==> src/core/pdx_regs.svh <==
// Constants of the power-down exit and pin hold block.
// Assumes a single 25 MHz clock and an active-low asynchronous reset.
`ifndef PDX_REGS_SVH
`define PDX_REGS_SVH
`define PDX_CFG_PWD_BIT 5
`define PDX_ES_OFF 2'b00
`define PDX_ES_HIGH 2'b01
`define PDX_ES_LOW 2'b10
`define PDX_ES_ANY 2'b11
`define PDX_WAKE_MIN_NS 40
`define PDX_CLK_NS 40
`define PDX_WAKE_MIN_CYC ((`PDX_WAKE_MIN_NS + `PDX_CLK_NS - 1) / `PDX_CLK_NS)
`define PDX_ALT_RST 16'h0000
`endif

==> src/core/pdx_pkg.sv <==
// Types of the power-down exit and pin hold block.
// Assumes nothing beyond the header of constants.
package pdx_pkg;
	typedef enum logic [3:0] {
		PDX_RUN = 4'b0001,
		PDX_IDLE = 4'b0010,
		PDX_PD = 4'b0100,
		PDX_WAKE = 4'b1000
	} pdx_state_t;
endpackage : pdx_pkg

==> src/core/pdx_sync2.sv <==
// Two flop synchroniser for pin inputs.
// Assumes the destination runs on ref_clk.
`timescale 1ns/100ps
module pdx_sync2 #(
	parameter int W = 1
) (
	input wire logic ref_clk,
	input wire logic arst_n,
	input wire logic [W-1:0] d,
	output logic [W-1:0] q
);
	logic [W-1:0] meta_q;
	always_ff @(posedge ref_clk or negedge arst_n) begin
		if (!arst_n) begin
			meta_q <= '0;
			q <= '0;
		end else begin
			meta_q <= d;
			q <= meta_q;
		end
	end
endmodule : pdx_sync2

==> src/core/pdx_wake_chan.sv <==
// One fast interrupt channel of the power-down wake detector.
// Assumes a synchronised level input and the edge select field.
`timescale 1ns/100ps
`include "pdx_regs.svh"
module pdx_wake_chan (
	input wire logic ref_clk,
	input wire logic arst_n,
	input wire logic lvl,
	input wire logic [1:0] sel,
	input wire logic snap,
	output logic inactive,
	output logic wake
);
	logic ref_q;
	// Level seen at entry, used for the any-change code
	always_ff @(posedge ref_clk or negedge arst_n) begin
		if (!arst_n) begin
			ref_q <= 1'b0;
		end else if (snap) begin
			ref_q <= lvl;
		end
	end
	// Pure level compare, no edge detector
	assign wake = (sel == `PDX_ES_HIGH) ? lvl :
		(sel == `PDX_ES_LOW) ? !lvl :
		(sel == `PDX_ES_ANY) ? (lvl != ref_q) : 1'b0;
	assign inactive = (sel == `PDX_ES_HIGH) ? !lvl :
		(sel == `PDX_ES_LOW) ? lvl : 1'b1;
endmodule : pdx_wake_chan

==> src/core/pdx_top.sv <==
// Power-down exit sequencer and low-power pin hold.
// Assumes CPU strobes on ref_clk; pins are synchronised here.
`timescale 1ns/100ps
`include "pdx_regs.svh"
module pdx_top #(
	parameter int NIRQ = 8,
	parameter int NCS = 5,
	parameter int WAKE_MIN_CYC = `PDX_WAKE_MIN_CYC
) (
	input wire logic ref_clk,
	input wire logic arst_n,
	input wire logic ext_reset_in_n,
	input wire logic [NIRQ-1:0] fast_ext_irq_in,
	input wire logic nmi_in_n,
	input wire logic [15:0] system_config_reg,
	input wire logic [2*NIRQ-1:0] edge_select_field,
	input wire logic [NIRQ-1:0] irq_enable_bit,
	input wire logic [NIRQ-1:0] irq_clear,
	input wire logic power_down_instr,
	input wire logic idle_instr,
	input wire logic idle_exit,
	input wire logic end_init_instr,
	input wire logic next_instr_done,
	input wire logic delay_cap_pin,
	input wire logic ext_bus_en,
	input wire logic bus_demux,
	input wire logic bus_mux8,
	input wire logic [23:0] last_addr,
	input wire logic last_bhe,
	input wire logic bus_access,
	input wire logic xper_access,
	input wire logic [NCS-1:0] cs_enabled,
	input wire logic [NCS-1:0] cs_hit,
	input wire logic [7:0] seg_pin_sel,
	input wire logic [7:0] p0h_latch,
	input wire logic [7:0] p0l_latch,
	input wire logic [15:0] p1_latch,
	input wire logic [7:0] p4_latch,
	input wire logic [15:0] alt_sel,
	input wire logic [15:0] alt_live,
	input wire logic [15:0] gpio_latch,
	output logic cpu_clk_en,
	output logic periph_clk_en,
	output logic osc_pll_en,
	output logic rpd_pulldown_en,
	output logic clock_hold_flop,
	output logic [NIRQ-1:0] irq_request_flag,
	output logic isr_call,
	output logic low_power,
	output logic [7:0] port0_upper_byte,
	output logic [7:0] port0_upper_oe,
	output logic [7:0] port0_lower_byte,
	output logic [7:0] port0_lower_oe,
	output logic [15:0] port_one_pins,
	output logic [7:0] port_four_pins,
	output logic [15:0] gen_out_pins,
	output logic byte_high_enable,
	output logic wr_n,
	output logic rd_n,
	output logic ale,
	output logic reset_out_pin,
	output logic [NCS-1:0] chip_select_outs
);
	pdx_pkg::pdx_state_t st_q, st_d;
	logic [NIRQ-1:0] irq_s;
	logic [2:0] misc_s;
	logic rst_s, nmi_s, rpd_s;
	logic [NIRQ-1:0] inactive_w, wake_w, wake_en_w;
	logic [NIRQ-1:0] wake_seen_q, wake_seen_d;
	logic [7:0] lvl_cnt_q;
	logic interruptible_w, entry_ok_w, any_wake_w, wake_ok_w;
	logic hold_q, osc_q, end_init_instr_q, xper_q, bhe_q, pend_isr_q;
	logic [15:0] alt_frz_q;
	logic [NCS-1:0] cs_q;
	logic [23:0] addr_q;
	logic active_w;
	logic st_run_w, st_idle_w, st_pd_w, st_wake_w;
	logic pd_entry_w, wake_fire_w, resume_w, isr_due_w, snap_bus_w;

	pdx_sync2 #(.W(NIRQ)) u_sync_irq (
		.ref_clk(ref_clk),
		.arst_n(arst_n),
		.d(fast_ext_irq_in),
		.q(irq_s)
	);
	// Reset pin, NMI and delay detector share one synchroniser
	pdx_sync2 #(.W(3)) u_sync_misc (
		.ref_clk(ref_clk),
		.arst_n(arst_n),
		.d({ext_reset_in_n, nmi_in_n, delay_cap_pin}),
		.q(misc_s)
	);
	assign rst_s = !misc_s[2];
	assign nmi_s = !misc_s[1];
	assign rpd_s = misc_s[0];

	for (genvar i = 0; i < NIRQ; i++) begin : g_chan
		pdx_wake_chan u_chan (
			.ref_clk(ref_clk),
			.arst_n(arst_n),
			.lvl(irq_s[i]),
			.sel(edge_select_field[2*i+1:2*i]),
			.snap(st_run_w),
			.inactive(inactive_w[i]),
			.wake(wake_w[i])
		);
	end

	assign interruptible_w = system_config_reg[`PDX_CFG_PWD_BIT];
	// Entry gate: NMI low if protected, all wake inputs inactive otherwise
	assign entry_ok_w = interruptible_w ? (&inactive_w) : nmi_s;
	// Enable bits deliberately not used here
	assign wake_en_w = interruptible_w ? wake_w : '0;
	assign any_wake_w = |wake_en_w;
	// Minimum width filter covers the 40 ns pulse the far side guarantees
	assign wake_ok_w = any_wake_w && (lvl_cnt_q >= 8'(WAKE_MIN_CYC - 1));

	// State decode shared by the processes below
	assign st_run_w = st_q == pdx_pkg::PDX_RUN;
	assign st_idle_w = st_q == pdx_pkg::PDX_IDLE;
	assign st_pd_w = st_q == pdx_pkg::PDX_PD;
	assign st_wake_w = st_q == pdx_pkg::PDX_WAKE;
	assign pd_entry_w = st_run_w && st_d == pdx_pkg::PDX_PD;
	assign wake_fire_w = st_pd_w && wake_ok_w;
	assign resume_w = st_wake_w && !rpd_s;
	assign isr_due_w = wake_fire_w && |(wake_en_w & irq_enable_bit);
	assign snap_bus_w = st_run_w && bus_access && !xper_access;

	always_comb begin
		st_d = st_q;
		case (st_q)
			pdx_pkg::PDX_RUN: begin
				if (power_down_instr && entry_ok_w) begin
					st_d = pdx_pkg::PDX_PD;
				end else if (idle_instr) begin
					st_d = pdx_pkg::PDX_IDLE;
				end
			end
			pdx_pkg::PDX_IDLE: begin
				if (idle_exit) begin
					st_d = pdx_pkg::PDX_RUN;
				end
			end
			pdx_pkg::PDX_PD: begin
				if (wake_ok_w) begin
					st_d = pdx_pkg::PDX_WAKE;
				end
			end
			pdx_pkg::PDX_WAKE: begin
				if (!rpd_s) begin
					st_d = pdx_pkg::PDX_RUN;
				end
			end
			default: st_d = pdx_pkg::PDX_RUN;
		endcase
	end

	always_ff @(posedge ref_clk or negedge arst_n) begin
		if (!arst_n) begin
			lvl_cnt_q <= 8'h00;
		end else if (st_pd_w && any_wake_w) begin
			// Saturates so a long level cannot wrap back under the filter
			lvl_cnt_q <= (lvl_cnt_q == 8'hff) ? lvl_cnt_q : lvl_cnt_q + 8'h01;
		end else begin
			lvl_cnt_q <= 8'h00;
		end
	end

	// Reset pin aborts power-down and idle; caller keeps it low until PLL settles
	always_ff @(posedge ref_clk or negedge arst_n) begin
		if (!arst_n) begin
			st_q <= pdx_pkg::PDX_RUN;
		end else if (rst_s) begin
			st_q <= pdx_pkg::PDX_RUN;
		end else begin
			st_q <= st_d;
		end
	end

	// Clock-hold flop: set on entry, cleared by the threshold detector
	always_ff @(posedge ref_clk or negedge arst_n) begin
		if (!arst_n) begin
			hold_q <= 1'b0;
		end else if (rst_s) begin
			hold_q <= 1'b0;
		end else if (pd_entry_w) begin
			hold_q <= 1'b1;
		end else if (resume_w) begin
			hold_q <= 1'b0;
		end
	end

	// Oscillator and PLL run except between entry and the wake event
	always_ff @(posedge ref_clk or negedge arst_n) begin
		if (!arst_n) begin
			osc_q <= 1'b1;
		end else if (rst_s) begin
			osc_q <= 1'b1;
		end else if (pd_entry_w) begin
			osc_q <= 1'b0;
		end else if (wake_fire_w) begin
			osc_q <= 1'b1;
		end
	end

	assign active_w = !hold_q;
	assign cpu_clk_en = active_w && st_q != pdx_pkg::PDX_IDLE;
	assign periph_clk_en = active_w;
	assign osc_pll_en = osc_q;
	assign rpd_pulldown_en = st_q == pdx_pkg::PDX_WAKE;
	assign clock_hold_flop = hold_q;
	assign low_power = st_q != pdx_pkg::PDX_RUN;

	// Request flags: wake sets, software clears, set wins
	always_comb begin
		wake_seen_d = irq_request_flag & ~irq_clear;
		if (wake_fire_w) begin
			wake_seen_d = wake_seen_d | wake_en_w;
		end
	end
	always_ff @(posedge ref_clk or negedge arst_n) begin
		if (!arst_n) begin
			irq_request_flag <= '0;
		end else begin
			irq_request_flag <= wake_seen_d;
		end
	end

	// Service call waits for one instruction after resume
	always_ff @(posedge ref_clk or negedge arst_n) begin
		if (!arst_n) begin
			pend_isr_q <= 1'b0;
			isr_call <= 1'b0;
		end else begin
			isr_call <= 1'b0;
			if (isr_due_w) begin
				pend_isr_q <= 1'b1;
			end else if (pend_isr_q && active_w && next_instr_done) begin
				pend_isr_q <= 1'b0;
				isr_call <= 1'b1;
			end
		end
	end

	// End-of-init latch for the reset output pin
	always_ff @(posedge ref_clk or negedge arst_n) begin
		if (!arst_n) begin
			end_init_instr_q <= 1'b0;
		end else if (st_run_w && end_init_instr) begin
			end_init_instr_q <= 1'b1;
		end
	end

	// Last access target: extension peripheral or external bus
	always_ff @(posedge ref_clk or negedge arst_n) begin
		if (!arst_n) begin
			xper_q <= 1'b0;
		end else if (st_run_w && xper_access) begin
			xper_q <= 1'b1;
		end else if (snap_bus_w) begin
			xper_q <= 1'b0;
		end
	end

	// Bus history captured only while running
	always_ff @(posedge ref_clk or negedge arst_n) begin
		if (!arst_n) begin
			bhe_q <= 1'b1;
			cs_q <= '0;
			addr_q <= 24'h000000;
		end else if (snap_bus_w) begin
			bhe_q <= last_bhe;
			cs_q <= cs_hit & cs_enabled;
			addr_q <= last_addr;
		end
	end

	// Alternate outputs stop tracking once the clocks are held
	always_ff @(posedge ref_clk or negedge arst_n) begin
		if (!arst_n) begin
			alt_frz_q <= `PDX_ALT_RST;
		end else if (st_run_w || st_idle_w) begin
			alt_frz_q <= alt_live;
		end
	end

	// Pins below are pure selects of flops and latch ports
	logic lp_bus_w;
	assign lp_bus_w = low_power && ext_bus_en;
	// Idle follows peripheral; power-down shows the frozen value
	assign gen_out_pins = (alt_sel & (hold_q ? alt_frz_q : alt_live)) |
		(~alt_sel & gpio_latch);
	assign wr_n = 1'b1;
	assign rd_n = 1'b1;
	assign ale = 1'b0;
	assign byte_high_enable = lp_bus_w ? bhe_q : 1'b1;
	assign port0_upper_byte = lp_bus_w ? addr_q[15:8] : p0h_latch;
	assign port0_upper_oe = (lp_bus_w && !bus_mux8) ? 8'h00 : 8'hff;
	assign port0_lower_byte = p0l_latch;
	assign port0_lower_oe = lp_bus_w ? 8'h00 : 8'hff;
	assign port_one_pins = (lp_bus_w && bus_demux) ? addr_q[15:0] : p1_latch;
	assign port_four_pins = lp_bus_w ?
		((seg_pin_sel & addr_q[23:16]) | (~seg_pin_sel & p4_latch)) : p4_latch;
	assign reset_out_pin = end_init_instr_q;
	// Extension access leaves every select high
	assign chip_select_outs = (lp_bus_w && !xper_q) ? ~cs_q : {NCS{1'b1}};
endmodule : pdx_top

==> config.mk <==
export PLATFORM = sky130hd
export DESIGN_NAME = pdx_top
export DESIGN_NICKNAME = d
export VERILOG_FILES = /design/src/core/pdx_pkg.sv /design/src/core/pdx_sync2.sv /design/src/core/pdx_wake_chan.sv /design/src/core/pdx_top.sv
export VERILOG_INCLUDE_DIRS = /design/src /design/src/core
export SDC_FILE = /design/constraint.sdc
export NUM_CORES = 1
export LEC_CHECK = 0
export ABC_AREA = 1
export BUFFER_PORTS_ARGS = -buffer_cell sky130_fd_sc_hd__buf_4
export CAP_MARGIN = 20
export CORE_ASPECT_RATIO = 0.9
export CORE_MARGIN = 4
export CORE_UTILIZATION = 29
export DETAILED_ROUTE_END_ITERATION = 8
export PLACE_DENSITY = 0.67
export SETUP_SLACK_MARGIN = 0.05
export SLEW_MARGIN = 20
export SYNTH_ARGS = -nofsm -noshare
export SYNTH_HDL_FRONTEND = slang
export SYNTH_SLANG_ARGS = --single-unit
==> constraint.sdc <==
create_clock -name ref_clk -period 1.35 [get_ports ref_clk]
set_input_delay 0 -clock ref_clk [delete_from_list [all_inputs] [get_ports ref_clk]]
set_output_delay 0 -clock ref_clk [all_outputs]
set_load 0.05 [all_outputs]
==> results.md, run 1 <==
- Largest cells by area after synthesis: dfrtp_1 (46%), nand2_1 (16%), inv_1 (4.5%)
- Share of power burned in registers: 31.4%
- Clock share of power: 23.6%
- Final Hold Vio Count: 0
- Total gr overflow: 0
- Vias post-DR: 5,566
- Hold_sp: p0l_latch[5]
- DRT Pass-1 Iters: 4
- Comb pwr share: 45.0%
- Gr usage total: 19.9%
- Initial core utilization: 30.1%
- Die area: 19,200 um^2
- Core footprint: 16,400 um^2
- Ant diodes: 0
- Vias per cell: 4.57
- Routed Antenna Nets: 0
- FFs w/ async S/R, synth: 100%
- Cells after DPL: 1,076
- Initial antenna violation count: 0
- Overall power: 11.6 mW
- Max Root-Sink Buffers: 2
- Internal: 7.51 mW
- FMAX: 0.543 GHz
- I/O pin cnt: 299
- WL/cell: 16.1 um
- Layout cells sized above 1: 58.2%
- Seq/Total Area, Yosys: 47.7%
- Die Height: 132 um
- Slowest-stage cell, CP: dfstp_2
- #FFs+latches synth: 94
- Crit path buf inv count: 6
- Final setup violation count: 135
- Final Instance Count excl. Fillers: 1,218
- RSZ-0062 raised after global routing: yes
- CTS tree: built
- Root buf cell: clkbuf_16
- CTS sink cnt: 94
- Area leader, netlist: dfrtp_1
- Worst-path clk slew: 0.07 ns
- Period utilization: 136%
- Main flop type after synthesis: dfrtp_1
- Failing checks: negative setup slack
- NetSw: 4.06 mW
- H-tree depth reported by CTS: 3
- Post-synth top cells: nand2_1 (213), dfrtp_1 (91), inv_1 (59)
- Hold Crit Class: in -> out
- Post-synth EDFFs: 0
- Post-synthesis cell area: 4940 um^2
- Hold path depth: 0
- Avg Cell Area, Syn: 8.32 um^2
- VDD IR-drop max: 0.703 mV
- Net Sw Frac: 35.1%
- Final #Nets: 1,209
- CP Max Fanout: 6
- Largest net degree at the start of global routing: 37
- IO buf count: 264
- Crit-path cells: nand3_4 -> buf_4 -> buf_6 -> buf_6 -> inv_4 -> nand3_4 -> buf_8 -> bufbuf_16 -> nand2_1 -> nand2_1
- Reg2reg end: addr_q[1]
- Post-layout min period: 1.84 ns
- GPL Wtd Cong: 0.801
- Pleak: 5.24 nW
- Critical path launch point type: flip-flop
- Status: finished, violations left
- Syn. warnings: 0
- Worst R2R Path Depth: 10
- First-pass GRT wire length: 31,000 um
- Detailed Route Iter0 Violations: 143
- Design Area, Final: 10,600 um^2
- Max Slew Vio Count: 0
- Fillers: 1,226
- Setup total negative slack: -43.11 ns
- Yosys top cell area share: 46.1%
- Area Growth Syn to Fin: 114%
- Clock Skew: 0.00570 ns
- Max cap viols: 0
- Detailed Route WL: 19,600 um
- Vias in the first global route: 6,161
- Post-DP HPWL: 12,200 um
- Min-Delay Endpoint: port0_lower_byte[5]
- Core Rows: 44
- Yosys cell types: 34
- Delay-heaviest family, CP: buffers and inverters
- Clk_lat worst skew: 0.35 ns
- TritonCTS buffer count: 9
- Mapped Cells: 594
- Setup CP Type: reg -> reg
- Die Width: 146 um
- Post-DP Area: 7730 um^2
- Pwr Density: 1090 nW/um^2
- Most frequent cell after synthesis: nand2_1
- CP peak stage delay: 0.57 ns
- RR Startpoint: st_q[0]
- Worst setup EP type: flip-flop
- CP Data Required Time: 1.59 ns
- Worst reg2reg setup slack: -0.49 ns
- WP data arrival: 2.08 ns
- DR DRC count: 0
- Setup ws final: -0.491 ns
==> worst register-to-register path, stage by stage (launching register included) <==
cell and delay, ns:
dfstp_2 0.57, nand3_4 0.10, buf_4 0.15, buf_6 0.12
buf_6 0.11, inv_4 0.05, nand3_4 0.08, buf_8 0.16
bufbuf_16 0.28, nand2_1 0.06, nand2_1 0.05
==> repair_timing <==
action,4_1_cts,5_1_grt
resized for setup,250,94
pin swaps,32,18
cloned,11,4
hold endpoints to repair,164,0
hold buffers,76,0
setup buffers,31,11
endpoints found under the setup margin,135,146
==> how the worst max path moves through the flow <==
stage | from | to | slack [ns] | cells after the start
global placement | st_q[2] | alt_frz_q[11] | -0.18 | 5
detailed placement | st_q[2] | alt_frz_q[12] | -0.21 | 5
floorplan | st_q[0] | port_one_pins[4] | -0.05 | 6
CTS | st_q[3] | port_four_pins[6] | -0.49 | 8
finish | st_q[0] | addr_q[1] | -0.49 | 10
global route | st_q[0] | addr_q[1] | -0.54 | 10
==> cells in the final DEF (no fill, tap or decap), types with 19 or more instances in the layout <==
| cell type | n |
|---|---|
| dfrtp_1 | 89 |
| o21ai_2 | 19 |
| dlygate4sd3_1 | 76 |
| buf_6 | 62 |
| nor2_1 | 22 |
| nand2_1 | 143 |
| nand2_4 | 22 |
| buf_4 | 246 |
| inv_1 | 48 |
| buf_8 | 31 |
| mux2_4 | 29 |
| nand2_2 | 50 |
==> stage by stage <==
stage	hold slack (ns)	setup WS, ns	util (%)
after global placement	-0.157	-0.176	47.1
after global routing	0.000287	-0.543	64.6
after floorplan	-0.296	-0.0490	-
after detailed placement	-0.154	-0.212	47.1
final	0.0000653	-0.491	64.6
after CTS	0.000341	-0.491	62.4
==> cell type report <==
| class | count | area, um^2 | area share (%) |
|---|---|---|---|
| repair buffers | 440 | 4350 | 41.0 |
| multi-input cells | 396 | 2990 | 28.2 |
| flip-flops and latches | 94 | 2360 | 22.3 |
| inverters | 64 | 287 | 2.71 |
| well taps | 207 | 259 | 2.45 |
| clock buffers | 12 | 246 | 2.33 |
| clock inverters | 3 | 68.8 | 0.650 |
| repair inverters | 2 | 32.5 | 0.307 |
==> kinds of logic (layout without fill, tap and decap cells) <==
family                 after synthesis  after routing  share of synthesized area [%]
other                                2              3                          0.152
and+or+nand+nor                    281            283                           23.5
buffers and inverters              107            521                           11.5
muxes                               32             32                           8.28
AOI/OAI and AO/OA                   78             78                           8.84
DFF                                 94             94                           47.7
==> sequential cells by signal (all words and copies together) (netlist names), 3 cells and up <==
register	count
u_sync_misc.q	3
g_chan.u_chan.ref_q	8
u_sync_irq.meta_q	8
irq_request_flag	8
u_sync_misc.meta_q	3
cs_q	5
alt_frz_q	16
u_sync_irq.q	8
addr_q	24
st_q	4
==> power by group through the flow <==
stage	Sequential, mW	Combinational, mW	Clock (mW)
floorplan	3.60	2.51	0
global placement	3.63	3.66	0
detailed placement	3.63	3.71	0
CTS	3.62	4.96	2.81
global route	3.70	5.52	2.92
finish	3.64	5.21	2.73
==> routing by layer <==
metal,track usage [%],wire (um)
met3,6.53,1400
met2,36.3,10200
met1,21.9,7520
met5,0,0
met4,6.49,465
(Power assumes the default switching activity.)
==> inputs of run 2 (changes only) <==
Settings changed: PLACE_DENSITY 0.67 to 0.65.
Clock period 1.35 ns to 2.2 ns, I/O delays scaled along.
==> run 2 against run 1 <==
The flow now finishes without violations. Via count shrank 11%. Final cell count shrank 8.0%. Register-to-register slack gained 0.95 ns. Final area shrank 24%. Clock power shrank 38%. Critical endpoint is now port_one_pins[1]. Largest power group is now sequential cells. Utilization shrank 16 points.
==> results.md, run 2 (synthesis results as in run 1) <==
- Gr usage total: 15.9% (-4.0 points)
- Core footprint: 16,400 um^2 (unchanged)
- Worst R2R Path Depth: 5 (-5)
- Vias post-DR: 4,946 (-11%)
- Pwr Density: 742 nW/um^2 (-32%)
- Setup CP Type: reg -> out
- Clk_lat worst skew: 0.34 ns (about the same)
- Hold Crit Class: in -> out
- Clock share of power: 28.3% (+4.7 points)
- Share of power burned in registers: 36.9% (+5.5 points)
- Detailed Route WL: 15,300 um (-22%)
- CP Max Fanout: 24 (+18)
- Hold path depth: 0 (unchanged)
- Crit-path cells: nor2_2 -> nand3_4 -> nand2_4 -> inv_4 -> nand2_8 -> mux2_2 -> buf_4
- CTS sink cnt: 94 (unchanged)
- CTS tree: built
- Met2 Wirelength: 7350 um (-28%)
- DRT Pass-1 Iters: 6 (+2)
- Post-DP Area: 6920 um^2 (-10%)
- Max cap viols: 0 (unchanged)
- Commonest non-fill, non-tap cells in the layout: buf_4 (269), nand2_1 (213), dfrtp_1 (91), dlygate4sd3_1 (76), inv_1 (59)
- Root buf cell: clkbuf_16
- TritonCTS buffer count: 9 (unchanged)
- Max Slew Vio Count: 0 (unchanged)
- Worst reg2reg setup slack: 0.46 ns (+0.95 ns)
- Layout cells sized above 1: 36.9% (-21 points)
- H-tree depth reported by CTS: 3 (unchanged)
- NetSw: 2.04 mW (-50%)
- Net Sw Frac: 34.3% (-0.73 points)
- Post-layout min period: 1.99 ns
- Detailed Route Iter0 Violations: 164 (+15%)
- CP peak stage delay: 0.41 ns (-0.16 ns)
- Met3 routed WL: 1250 um (-11%)
- Slew headroom: 50.3%
- Period utilization: 90.7%
- Worst-path clk slew: 0.07 ns (about the same)
- Die area: 19,200 um^2 (unchanged)
- IO buf count: 264 (unchanged)
- VDD IR-drop max: 0.387 mV (-45%)
- Commonest non-fill, non-tap cell in the layout: buf_4
- Final Hold Vio Count: 0 (unchanged)
- Core Rows: 44 (unchanged)
- Total gr overflow: 0 (unchanged)
- Critical path launch point type: flip-flop
- Initial antenna violation count: 0 (unchanged)
- Slowest-stage cell, CP: dfrtp_1
- Max Root-Sink Buffers: 2 (unchanged)
- Worst hold slack: 0.0000653 ns (+0.0000000145 ns)
- Highest routed layer: met4
- Comb pwr share: 34.8% (-10 points)
- Status: completed
- GPL Wtd Cong: 0.796 (-0.64%)
- Ant diodes: 0 (unchanged)
- DR DRC count: 0 (unchanged)
- I/O pin cnt: 299 (unchanged)
- Final setup violation count: 0 (-100%)
- Die Width: 146 um (unchanged)
- Clock Skew: 0.00528 ns (-0.000416 ns)
- FMAX: 0.501 GHz
- Biggest register: addr_q
- WL/cell: 13.6 um (-15%)
- Die Height: 132 um (unchanged)
- Worst setup EP type: output port
- WP data arrival: 1.99 ns (-0.09 ns)
- CP Data Required Time: 2.20 ns (+0.61 ns)
- Internal: 3.90 mW (-48%)
- Max reg flops: 24 (unchanged)
- Largest regs: addr_q (24), alt_frz_q (16)
- Final #Nets: 1,111 (-8.1%)
- Routed length on met1: 6400 um (-15%)
- First-pass GRT wire length: 25,100 um (-19%)
- Setup total negative slack: 0 ns (+43.11 ns)
- Pre-CTS setup slack: 0.443 ns (+0.655 ns)
- Largest net degree at the start of global routing: 58 (+57%)
- Area Growth Syn to Fin: 62.2%
- Fillers: 1,551 (+27%)
- Slew @ Worst Pin: 0.745 ns
- Initial core utilization: 30.1% (unchanged)
- Setup ws final: 0.206 ns (+0.696 ns)
- Vias in the first global route: 5,023 (-18%)
- Routed Antenna Nets: 0 (unchanged)
- Vias per cell: 4.41 (-3.4%)
- Pleak: 4.17 nW (-20%)
- RSZ-0062 raised after global routing: no
- Design Area, Final: 8010 um^2 (-24%)
- Post-DP HPWL: 11,500 um (-6.1%)
- Overall power: 5.94 mW (-49%)
-- run 2: stage by stage --
step | utilization (%) | std cells
2_1_floorplan | - | 595
3_3_place_gp | 42.2 | 1029
4_1_cts | 48.8 | 1121
3_5_place_dp | 42.2 | 1029
6_report | 48.8 | 1121
5_1_grt | 48.8 | 1121
-- run 2: power groups by stage --
stage,Combinational (mW),Clock (mW),Sequential (mW)
finish,2.07,1.68,2.19
global route,2.25,1.84,2.23
CTS,2.08,1.76,2.19
detailed placement,1.97,0,2.22
global placement,1.94,0,2.21
floorplan,1.36,0,2.20
-- run 2: critical path, delay by kind of cell, from the launching register on --
kind / cells / cell delay (ns)
and+or+nand+nor: 4 / 0.61
DFF: 1 / 0.41
muxes: 1 / 0.37
buffers and inverters: 2 / 0.26
-- run 2: timing repair --
item / 4_1_cts / 5_1_grt
endpoints found under the setup margin: 0 / 6
buffers inserted: 0 / 0
gates resized for setup: 0 / 1
hold endpoints to repair: 123 / 0
hold buffers: 76 / 0
-- run 2: layout make-up --
type	instances	area, um^2	share of cell area, %
tap	207	259	3.23
timing repair buffer	346	2800	35.0
clock inverter	5	81.3	1.02
sequential	94	2360	29.4
multi-input combinational	394	2030	25.3
clock buffer	11	243	3.03
inverter	64	243	3.03
-- run 2: final timing paths --
| kind | startpoint | to |
|---|---|---|
| min in group asynchronous | arst_n | addr_q[2] |
| max reg2reg | st_q[3] | pend_isr_q |
| min reg2reg | u_sync_misc.meta_q[1] | u_sync_misc.q[1] |
| max in group asynchronous | arst_n | alt_frz_q[6] |
| min | p0l_latch[3] | port0_lower_byte[3] |
| max | st_q[3] | port_one_pins[1] |
-- run 2: layer usage --
layer | vias up | global-route usage (%)
li1 | 2496 | -
met1 | 2214 | 19.2
met2 | 216 | 27.1
met3 | 20 | 5.36
met4 | 0 | 5.01
met5 | - | 0
